$ cat config.mk
export PLATFORM = sky130hd
export DESIGN_NAME = oals_serializer
export DESIGN_NICKNAME = d
export VERILOG_FILES = /design/src/design/oals_pkg.sv /design/src/design/oals_serializer.sv
export SDC_FILE = /design/constraint.sdc
export NUM_CORES = 1
export LEC_CHECK = 0
export BUFFER_PORTS_ARGS = -buffer_cell sky130_fd_sc_hd__buf_2
export CAP_MARGIN = 0
export CELL_PAD_IN_SITES_DETAIL_PLACEMENT = 1
export CELL_PAD_IN_SITES_GLOBAL_PLACEMENT = 1
export CORE_MARGIN = 3
export CORE_UTILIZATION = 40
export DETAILED_ROUTE_END_ITERATION = 12
export HOLD_SLACK_MARGIN = 0.12
export PLACE_DENSITY_LB_ADDON = 0.1
export SKIP_LAST_GASP = 1
export SYNTH_ARGS = -nofsm -noshare
export SYNTH_HDL_FRONTEND = slang
export SYNTH_HIERARCHICAL = 1
export SYNTH_SLANG_ARGS = --single-unit
$ cat constraint.sdc
create_clock -name ref_clk -period 4.1 [get_ports ref_clk]
set_input_delay 0.41 -clock ref_clk [delete_from_list [all_inputs] [get_ports ref_clk]]
set_output_delay 0.41 -clock ref_clk [all_outputs]
set_load 0.1 [all_outputs]
$ cat src/design/oals_pkg.sv
package oals_pkg;
	localparam int CH_COUNT = 8;
	localparam int RES_BITS = 10;
	localparam int PAD_BITS = 2;
	localparam int WORD_BITS = RES_BITS + PAD_BITS;
	localparam int SET_BITS = CH_COUNT * RES_BITS;
	localparam int FIFO_DEPTH = 8;
	// Two ticks per bit put each bit clock edge mid-bit
	localparam int TICKS_PER_BIT = 2;
	localparam int FRAME_TICKS = WORD_BITS * TICKS_PER_BIT;
	localparam logic [4:0] TICK_LAST = 5'(FRAME_TICKS - 1);
	localparam logic [3:0] BIT_LAST = 4'(WORD_BITS - 1);
	localparam logic [3:0] FRAME_HIGH_BITS = 4'(WORD_BITS / 2);
	localparam logic [3:0] PAD_BITS_W = 4'(PAD_BITS);

	typedef enum logic {
		OALS_IDLE = 1'b0,
		OALS_RUN = 1'b1
	} oals_state_t;
endpackage : oals_pkg

$ cat src/design/oals_serializer.sv
`timescale 1ns/1ps
`default_nettype none

////////////////////////////////////////////////////////////////////////////////
module oals_fifo #(
	parameter int WIDTH = 8,
	parameter int DEPTH = 8
) (
	// Clock and reset
	input wire logic clk,
	input wire logic rst_n,
	// Fill side
	input wire logic in_valid,
	output logic in_ready,
	input wire logic [WIDTH-1:0] in_data,
	// Drain side
	output logic out_valid,
	input wire logic out_ready,
	output logic [WIDTH-1:0] out_data
);
	localparam int AW = $clog2(DEPTH);

	logic [WIDTH-1:0] mem [DEPTH];
	logic [AW-1:0] wr_q;
	logic [AW-1:0] rd_q;
	logic [AW:0] cnt_q;
	wire push = in_valid && in_ready;
	wire pop = out_valid && out_ready;

	assign in_ready = cnt_q != (AW+1)'(DEPTH);
	assign out_valid = cnt_q != '0;
	assign out_data = mem[rd_q];

	always_ff @(posedge clk) begin
		if (push) begin
			mem[wr_q] <= in_data;
		end
	end

	always_ff @(posedge clk or negedge rst_n) begin
		if (!rst_n) begin
			wr_q <= '0;
			rd_q <= '0;
			cnt_q <= '0;
		end else begin
			if (push) begin
				wr_q <= (wr_q == AW'(DEPTH - 1)) ? '0 : wr_q + 1'b1;
			end
			if (pop) begin
				rd_q <= (rd_q == AW'(DEPTH - 1)) ? '0 : rd_q + 1'b1;
			end
			cnt_q <= cnt_q + (AW+1)'(push) - (AW+1)'(pop);
		end
	end
endmodule : oals_fifo

////////////////////////////////////////////////////////////////////////////////
module oals_serializer
	import oals_pkg::*;
(
	// Clock and reset
	input wire logic ref_clk,
	input wire logic rst_n,
	// Sample clock from the pin, asynchronous to ref_clk
	input wire logic sample_clock_input,
	// Conversion results, channel c in bits c*10 +: 10
	input wire logic conv_valid,
	output logic conv_ready,
	input wire logic [SET_BITS-1:0] conv_data,
	// Output format controls
	input wire logic twos_complement_select,
	input wire logic msb_first_select,
	// Serial outputs, differential pairs
	output logic [CH_COUNT-1:0] data_out_p,
	output logic [CH_COUNT-1:0] data_out_n,
	output logic bit_clock_out_p,
	output logic bit_clock_out_n,
	output logic frame_clock_pos,
	output logic frame_clock_neg
);
	logic rst_s1_q;
	logic rst_s2_q;
	logic samp_s1_q;
	logic samp_s2_q;
	logic samp_s3_q;
	oals_state_t state_q;
	oals_state_t state_d;
	logic [4:0] tick_q;
	logic [4:0] tick_d;
	logic [SET_BITS-1:0] word_q;
	logic twos_q;
	logic msb_q;
	logic [CH_COUNT-1:0] lane_bit;
	logic [CH_COUNT-1:0] lane_lsb;
	logic [CH_COUNT-1:0] lane_msb;
	logic fifo_valid;
	logic [SET_BITS-1:0] fifo_data;

	always_ff @(posedge ref_clk or negedge rst_n) begin
		if (!rst_n) begin
			rst_s1_q <= 1'b0;
			rst_s2_q <= 1'b0;
		end else begin
			rst_s1_q <= 1'b1;
			rst_s2_q <= rst_s1_q;
		end
	end
	wire rst_sync_n = rst_s2_q;

	// Sample clock edge: the PLL equivalent restarts the bit phase each edge that finds a word in the FIFO
	always_ff @(posedge ref_clk or negedge rst_sync_n) begin
		if (!rst_sync_n) begin
			samp_s1_q <= 1'b0;
			samp_s2_q <= 1'b0;
			samp_s3_q <= 1'b0;
		end else begin
			samp_s1_q <= sample_clock_input;
			samp_s2_q <= samp_s1_q;
			samp_s3_q <= samp_s2_q;
		end
	end
	wire frame_edge = samp_s2_q && !samp_s3_q;
	wire load = frame_edge && fifo_valid;

	oals_fifo #(
		.WIDTH(SET_BITS),
		.DEPTH(FIFO_DEPTH)
	) u_fifo (
		.clk(ref_clk),
		.rst_n(rst_sync_n),
		.in_valid(conv_valid),
		.in_ready(conv_ready),
		.in_data(conv_data),
		.out_valid(fifo_valid),
		.out_ready(frame_edge),
		.out_data(fifo_data)
	);

	////////////////////////////////////////////////////////////////////////
	wire tick_end = tick_q == TICK_LAST;
	always_comb begin
		state_d = state_q;
		tick_d = tick_q;
		case (state_q)
			OALS_IDLE: begin
				if (load) begin
					state_d = OALS_RUN;
					tick_d = '0;
				end
			end
			OALS_RUN: begin
				if (load) begin
					tick_d = '0;
				end else if (tick_end) begin
					state_d = OALS_IDLE;
					tick_d = '0;
				end else begin
					tick_d = tick_q + 5'h01;
				end
			end
			default: begin
				state_d = OALS_IDLE;
				tick_d = '0;
			end
		endcase
	end

	// Mode is taken per frame so a change never splits a word
	always_ff @(posedge ref_clk or negedge rst_sync_n) begin
		if (!rst_sync_n) begin
			state_q <= OALS_IDLE;
			tick_q <= '0;
			word_q <= '0;
			twos_q <= 1'b0;
			msb_q <= 1'b0;
		end else begin
			state_q <= state_d;
			tick_q <= tick_d;
			if (load) begin
				word_q <= fifo_data;
				twos_q <= twos_complement_select;
				msb_q <= msb_first_select;
			end
		end
	end

	wire running = state_q == OALS_RUN;
	wire [3:0] bit_pos = tick_q[4:1];
	wire [3:0] sel = msb_q ? BIT_LAST - bit_pos : bit_pos;

	genvar c;
	generate
		for (c = 0; c < CH_COUNT; c++) begin : g_lane
			wire [RES_BITS-1:0] res = word_q[c*RES_BITS +: RES_BITS];
			wire [RES_BITS-1:0] coded = {res[RES_BITS-1] ^ twos_q,
				res[RES_BITS-2:0]};
			wire [WORD_BITS-1:0] word12 = {coded, {PAD_BITS{1'b0}}};
			assign lane_bit[c] = running && word12[sel];
			assign lane_lsb[c] = res[0];
			assign lane_msb[c] = res[RES_BITS-1];
		end
	endgenerate

	// Clocks leave through the same flops as data to keep edges aligned
	wire bclk_d = running && (tick_q[0] ^ tick_q[1]);
	wire fclk_d = running && (bit_pos < FRAME_HIGH_BITS);

	always_ff @(posedge ref_clk or negedge rst_sync_n) begin
		if (!rst_sync_n) begin
			data_out_p <= '0;
			data_out_n <= '1;
			bit_clock_out_p <= 1'b0;
			bit_clock_out_n <= 1'b1;
			frame_clock_pos <= 1'b0;
			frame_clock_neg <= 1'b1;
		end else begin
			data_out_p <= lane_bit;
			data_out_n <= ~lane_bit;
			bit_clock_out_p <= bclk_d;
			bit_clock_out_n <= ~bclk_d;
			frame_clock_pos <= fclk_d;
			frame_clock_neg <= ~fclk_d;
		end
	end

	////////////////////////////////////////////////////////////////////////
	property p_pad_first;
		@(posedge ref_clk) disable iff (!rst_sync_n)
		$rose(frame_clock_pos) && !msb_q |-> (data_out_p == '0) [*4];
	endproperty
	a_pad_first: assert property (p_pad_first)
		else $error("pad zeros not first");

	property p_lsb_third;
		@(posedge ref_clk) disable iff (!rst_sync_n)
		$rose(frame_clock_pos) && !msb_q && !load |-> ##4 data_out_p == lane_lsb;
	endproperty
	a_lsb_third: assert property (p_lsb_third)
		else $error("LSB not after pads");

	property p_msb_lead;
		@(posedge ref_clk) disable iff (!rst_sync_n)
		$rose(frame_clock_pos) && msb_q |->
			data_out_p == (lane_msb ^ {CH_COUNT{twos_q}});
	endproperty
	a_msb_lead: assert property (p_msb_lead)
		else $error("MSB bit wrong");

	// A new load restarts the word, so an attempt cut short by it is dropped
	property p_msb_tail;
		@(posedge ref_clk) disable iff (!rst_sync_n || load)
		$rose(frame_clock_pos) && msb_q |-> ##20 (data_out_p == '0) [*4];
	endproperty
	a_msb_tail: assert property (p_msb_tail)
		else $error("pads not last");

	property p_frame_len;
		@(posedge ref_clk) disable iff (!rst_sync_n || load)
		$rose(frame_clock_pos) |->
			frame_clock_pos [*8] ##1 frame_clock_pos [*4] ##1 !frame_clock_pos;
	endproperty
	a_frame_len: assert property (p_frame_len)
		else $error("frame width wrong");

	property p_bclk_mid;
		@(posedge ref_clk) disable iff (!rst_sync_n)
		$rose(frame_clock_pos) |->
			!bit_clock_out_p ##1 bit_clock_out_p [*2] ##1 !bit_clock_out_p;
	endproperty
	a_bclk_mid: assert property (p_bclk_mid)
		else $error("bit clock phase");

	property p_pairs;
		@(posedge ref_clk) disable iff (!rst_sync_n)
		(bit_clock_out_n == !bit_clock_out_p)
			&& (frame_clock_neg == !frame_clock_pos)
			&& (data_out_n == ~data_out_p);
	endproperty
	a_pairs: assert property (p_pairs)
		else $error("pair mismatch");

	property p_load_start;
		@(posedge ref_clk) disable iff (!rst_sync_n)
		load |=> running && tick_q == '0 ##1 frame_clock_pos;
	endproperty
	a_load_start: assert property (p_load_start)
		else $error("frame not started");

	property p_shift_step;
		@(posedge ref_clk) disable iff (!rst_sync_n)
		running && !tick_end && !load |=> tick_q == $past(tick_q) + 5'h01;
	endproperty
	a_shift_step: assert property (p_shift_step)
		else $error("shift stalled");

	property p_straight;
		@(posedge ref_clk) disable iff (!rst_sync_n)
		$rose(frame_clock_pos) && msb_q && !twos_q |-> data_out_p == lane_msb;
	endproperty
	a_straight: assert property (p_straight)
		else $error("code altered");

	c_msb_frame: cover property (@(posedge ref_clk) $rose(frame_clock_pos) && msb_q);
	c_twos_frame: cover property (@(posedge ref_clk) $rose(frame_clock_pos) && twos_q);
	c_fifo_full: cover property (@(posedge ref_clk) !conv_ready);
	c_underrun: cover property (@(posedge ref_clk) frame_edge && !fifo_valid);
endmodule : oals_serializer

`default_nettype wire

==> impl_results.md <==
* Status: completed
* Critical-path cell list: nand2b_1, nand3_1, a21oi_1, o32ai_1
* Initial Util at about 41%
* Worst setup SP type: register
* Post-Syn Instances at approximately 1600
* Max FO, Critical Path at 20
* Ys async rst share at between 10% and 20%
* H-tree Lvls at 3
* Setup Fix Bufs, Post-CTS at 0
* Unrepaired setup endpoints after global routing: no
* Synth Warn # at 6
* Latest clock arrival within the worst-skew pair at 0.62 ns
* Worst Setup End Kind: register
* Gp weighted congestion at 0.701
* DR DRC count at 0
* IR drop worst, VDD at approximately 0.00040 V
* Grt ovf at 0
* Port bufs at 106
* Detail Route Antenna Nets at 0
* LEAKAGE at ~13 nW
* Num ports at 107
* Top_reg_cell synth: edfxtp_1
* Worst EP required at about 4.6 ns
* Fin crit share at roughly 65%
* Final Hold Vio Count at 0
* Drt via density at 5.29
* Slew Limit Fails at 0
* Synth Net Count at around 1600
* Vias at approximately 15000
* Seq/Total Area, Yosys at roughly three quarters
* Pin count of the biggest net entering global routing at just under 90
* Vias in the first global route at about 16000
* Width of the die at 281 um
* Nets@finish at ~1900
* Max Cap Viol at 0
* Flops & latches, synth at about 760
* Chip height at around 280 um
* Final std cells w/o fill at around 2800
* Number of gates resized after cts at 0
* Routed wire length at slightly above 70000 um
* Row count at 100
* Slowest stage delay, CP at about 0.9 ns
* Number of enable flip-flop cells after synthesis at 640
* Worst clock skew at between 0.015 and 0.02 ns
* Dpl hpwl at 39700 um
* Yosys top cell area share at between 60% and 70%
* CP max-delay cell: dfrtp_1
* Minimum clock period at 2.66 ns
* Die footprint at between 0.07 and 0.08 mm^2
* Unique masters post-synth at 55
* GRT Resource Usage Total at about 18%
* Clock slew at reported path FFs at 0.06 ns
* Pre-CTS setup slack at 1.42 ns
* HP Class: in2reg
* Crit path DAT at roughly 3.1 ns
* Setup violators final at 0
* Clock Path Buffers at 3
* Root Buffer: clkbuf_16
* Initial antenna violation count at 4
* Synthesized area at around 0.030 mm^2
* Pwr/cell area at about 750 mW/mm^2
* Syn-to-layout area delta at 17.6%
* Initial DRC Count at roughly 1000
* Largest area contributor in the netlist: edfxtp_1
* Sink Count at around 760
* Fmax at 376 MHz
* Commonest non-fill, non-tap cell in the layout: edfxtp_1
* CTS tree: built
* DR pass1 iterations at 5
* Worst setup margin at roughly 1.4 ns
* Max_slew headroom at between 20% and 30%
* Tightest Pin Transition at 1.19 ns
* Placed cells at between 2000 and 3000
* Wirelength per Cell at about 25 um
* CTS Buf Count at 85
* Highest-count cells in the layout ignoring fill and taps: 640 x edfxtp_1, 270 x nand2_1, 159 x mux4_2, 108 x dfrtp_1, 106 x buf_2
* Ranking of synthesized cells by area: edfxtp_1 63%, mux4_2 12%, dfrtp_1 9.3%
* Core area at roughly 0.075 mm^2
* Layout cells sized above 1 at a little under a third
* CP Class: reg2reg
* Synthesized area per cell at ~20 um^2
* First-pass GRT wire length at 107000 um
## registers in the layout (all words and copies together) (netlist names), 3 cells and up
register      cells
u_fifo/cnt_q      4
data_out_n        8
word_q           80
u_fifo/mem      640
u_fifo/wr_q       3
u_fifo/rd_q       3
data_out_p        8
tick_q            5
## power breakdown
group	switching (mW)	internal, mW	leakage (nW)
Sequential	1.17	10.0	7.29
Combinational	4.29	3.80	4.07
Clock	3.03	4.39	1.35
## critical path: cells and delay by family (launching register included)
| kind | cells | cell delay, ns |
|---|---|---|
| DFF | 1 | 0.91 |
| AOI/OAI and AO/OA | 2 | 0.54 |
| and+or+nand+nor | 2 | 1.07 |
## through the flow
stage	hold slack, ns	utilization [%]	total power [mW]	instance area (um^2)	setup TNS (ns)
floorplan	0.114	-	17.2	30400	-8.09
global placement	0.201	42.9	19.4	32100	0
detailed placement	0.200	42.9	19.6	32100	0
CTS	0.213	47.7	27.2	35700	0
global route	0.221	47.7	28.1	35700	0
finish	0.250	47.7	26.7	35700	0
## worst paths after layout
check / startpoint / to / slack (ns) / depth (start not counted)
worst max-delay path: msb_q$_DFFE_PN0P_ / data_out_n[0]$_DFF_PN1_ / 1.44 / 4
worst min-delay path: conv_valid / u_fifo/wr_q[2]$_DFFE_PN0P_ / 0.25 / 3
worst max register to register: msb_q$_DFFE_PN0P_ / data_out_n[0]$_DFF_PN1_ / 1.44 / 4
worst min register to register: samp_s1_q$_DFF_PN0_ / samp_s2_q$_DFF_PN0_ / 0.35 / 0
max in group asynchronous: rst_s2_q$_DFF_PN0_ / data_out_n[5]$_DFF_PN1_ / 2.70 / 1
min in group asynchronous: rst_s2_q$_DFF_PN0_ / frame_clock_pos$_DFF_PN0_ / 0.45 / 0
## final cells by class
| type | instances | area, um^2 |
|---|---|---|
| Clock buffer | 104 | 2270 |
| Fill cell | 6952 | 39100 |
| Inverter | 19 | 71.3 |
| Sequential cell | 763 | 22300 |
| Timing Repair Buffer | 226 | 1790 |
| Tap cell | 969 | 1210 |
| Clock inverter | 53 | 465 |
| Antenna cell | 2 | 5.00 |
| Multi-Input combinational cell | 688 | 7560 |
## repair_timing
item | CTS | global route
endpoints found under the setup margin | 0 | 0
endpoints found under the hold margin | 645 | 0
hold buffers | 85 | 0
## Yosys cell counts (12+ instances only)
| library cell | instances |
|---|---|
| edfxtp_1 | 640 |
| nand2_1 | 272 |
| mux4_2 | 159 |
| dfrtp_1 | 113 |
| mux2_4 | 79 |
| clkbuf_1 | 37 |
| buf_2 | 23 |
| inv_1 | 18 |
| mux2_2 | 18 |
| a21oi_1 | 17 |
| nor2_1 | 17 |
| ha_1 | 12 |
## cells by family after synthesis
| logic type | Yosys count | synth area share, % |
|---|---|---|
| buffers and inverters | 99 | 1.99 |
| DFF | 763 | 73.5 |
| and+or+nand+nor | 320 | 4.28 |
| muxes | 276 | 17.6 |
| other | 1 | 0.0124 |
| xor gates and xnor gates | 13 | 0.400 |
| adders and majority gates | 13 | 0.561 |
| AOI/OAI and AO/OA | 65 | 1.68 |
## per-layer routing
layer / global-route usage (%) / vias to the layer above / part of all wire (%)
li1: - / 6579 / -
met1: 25.6 / 8019 / 45
met2: 30.3 / 241 / 49
met3: 2.88 / 94 / 3.7
met4: 4.44 / 0 / 2.0
met5: 0 / - / 0
(Power assumes the default switching activity.)
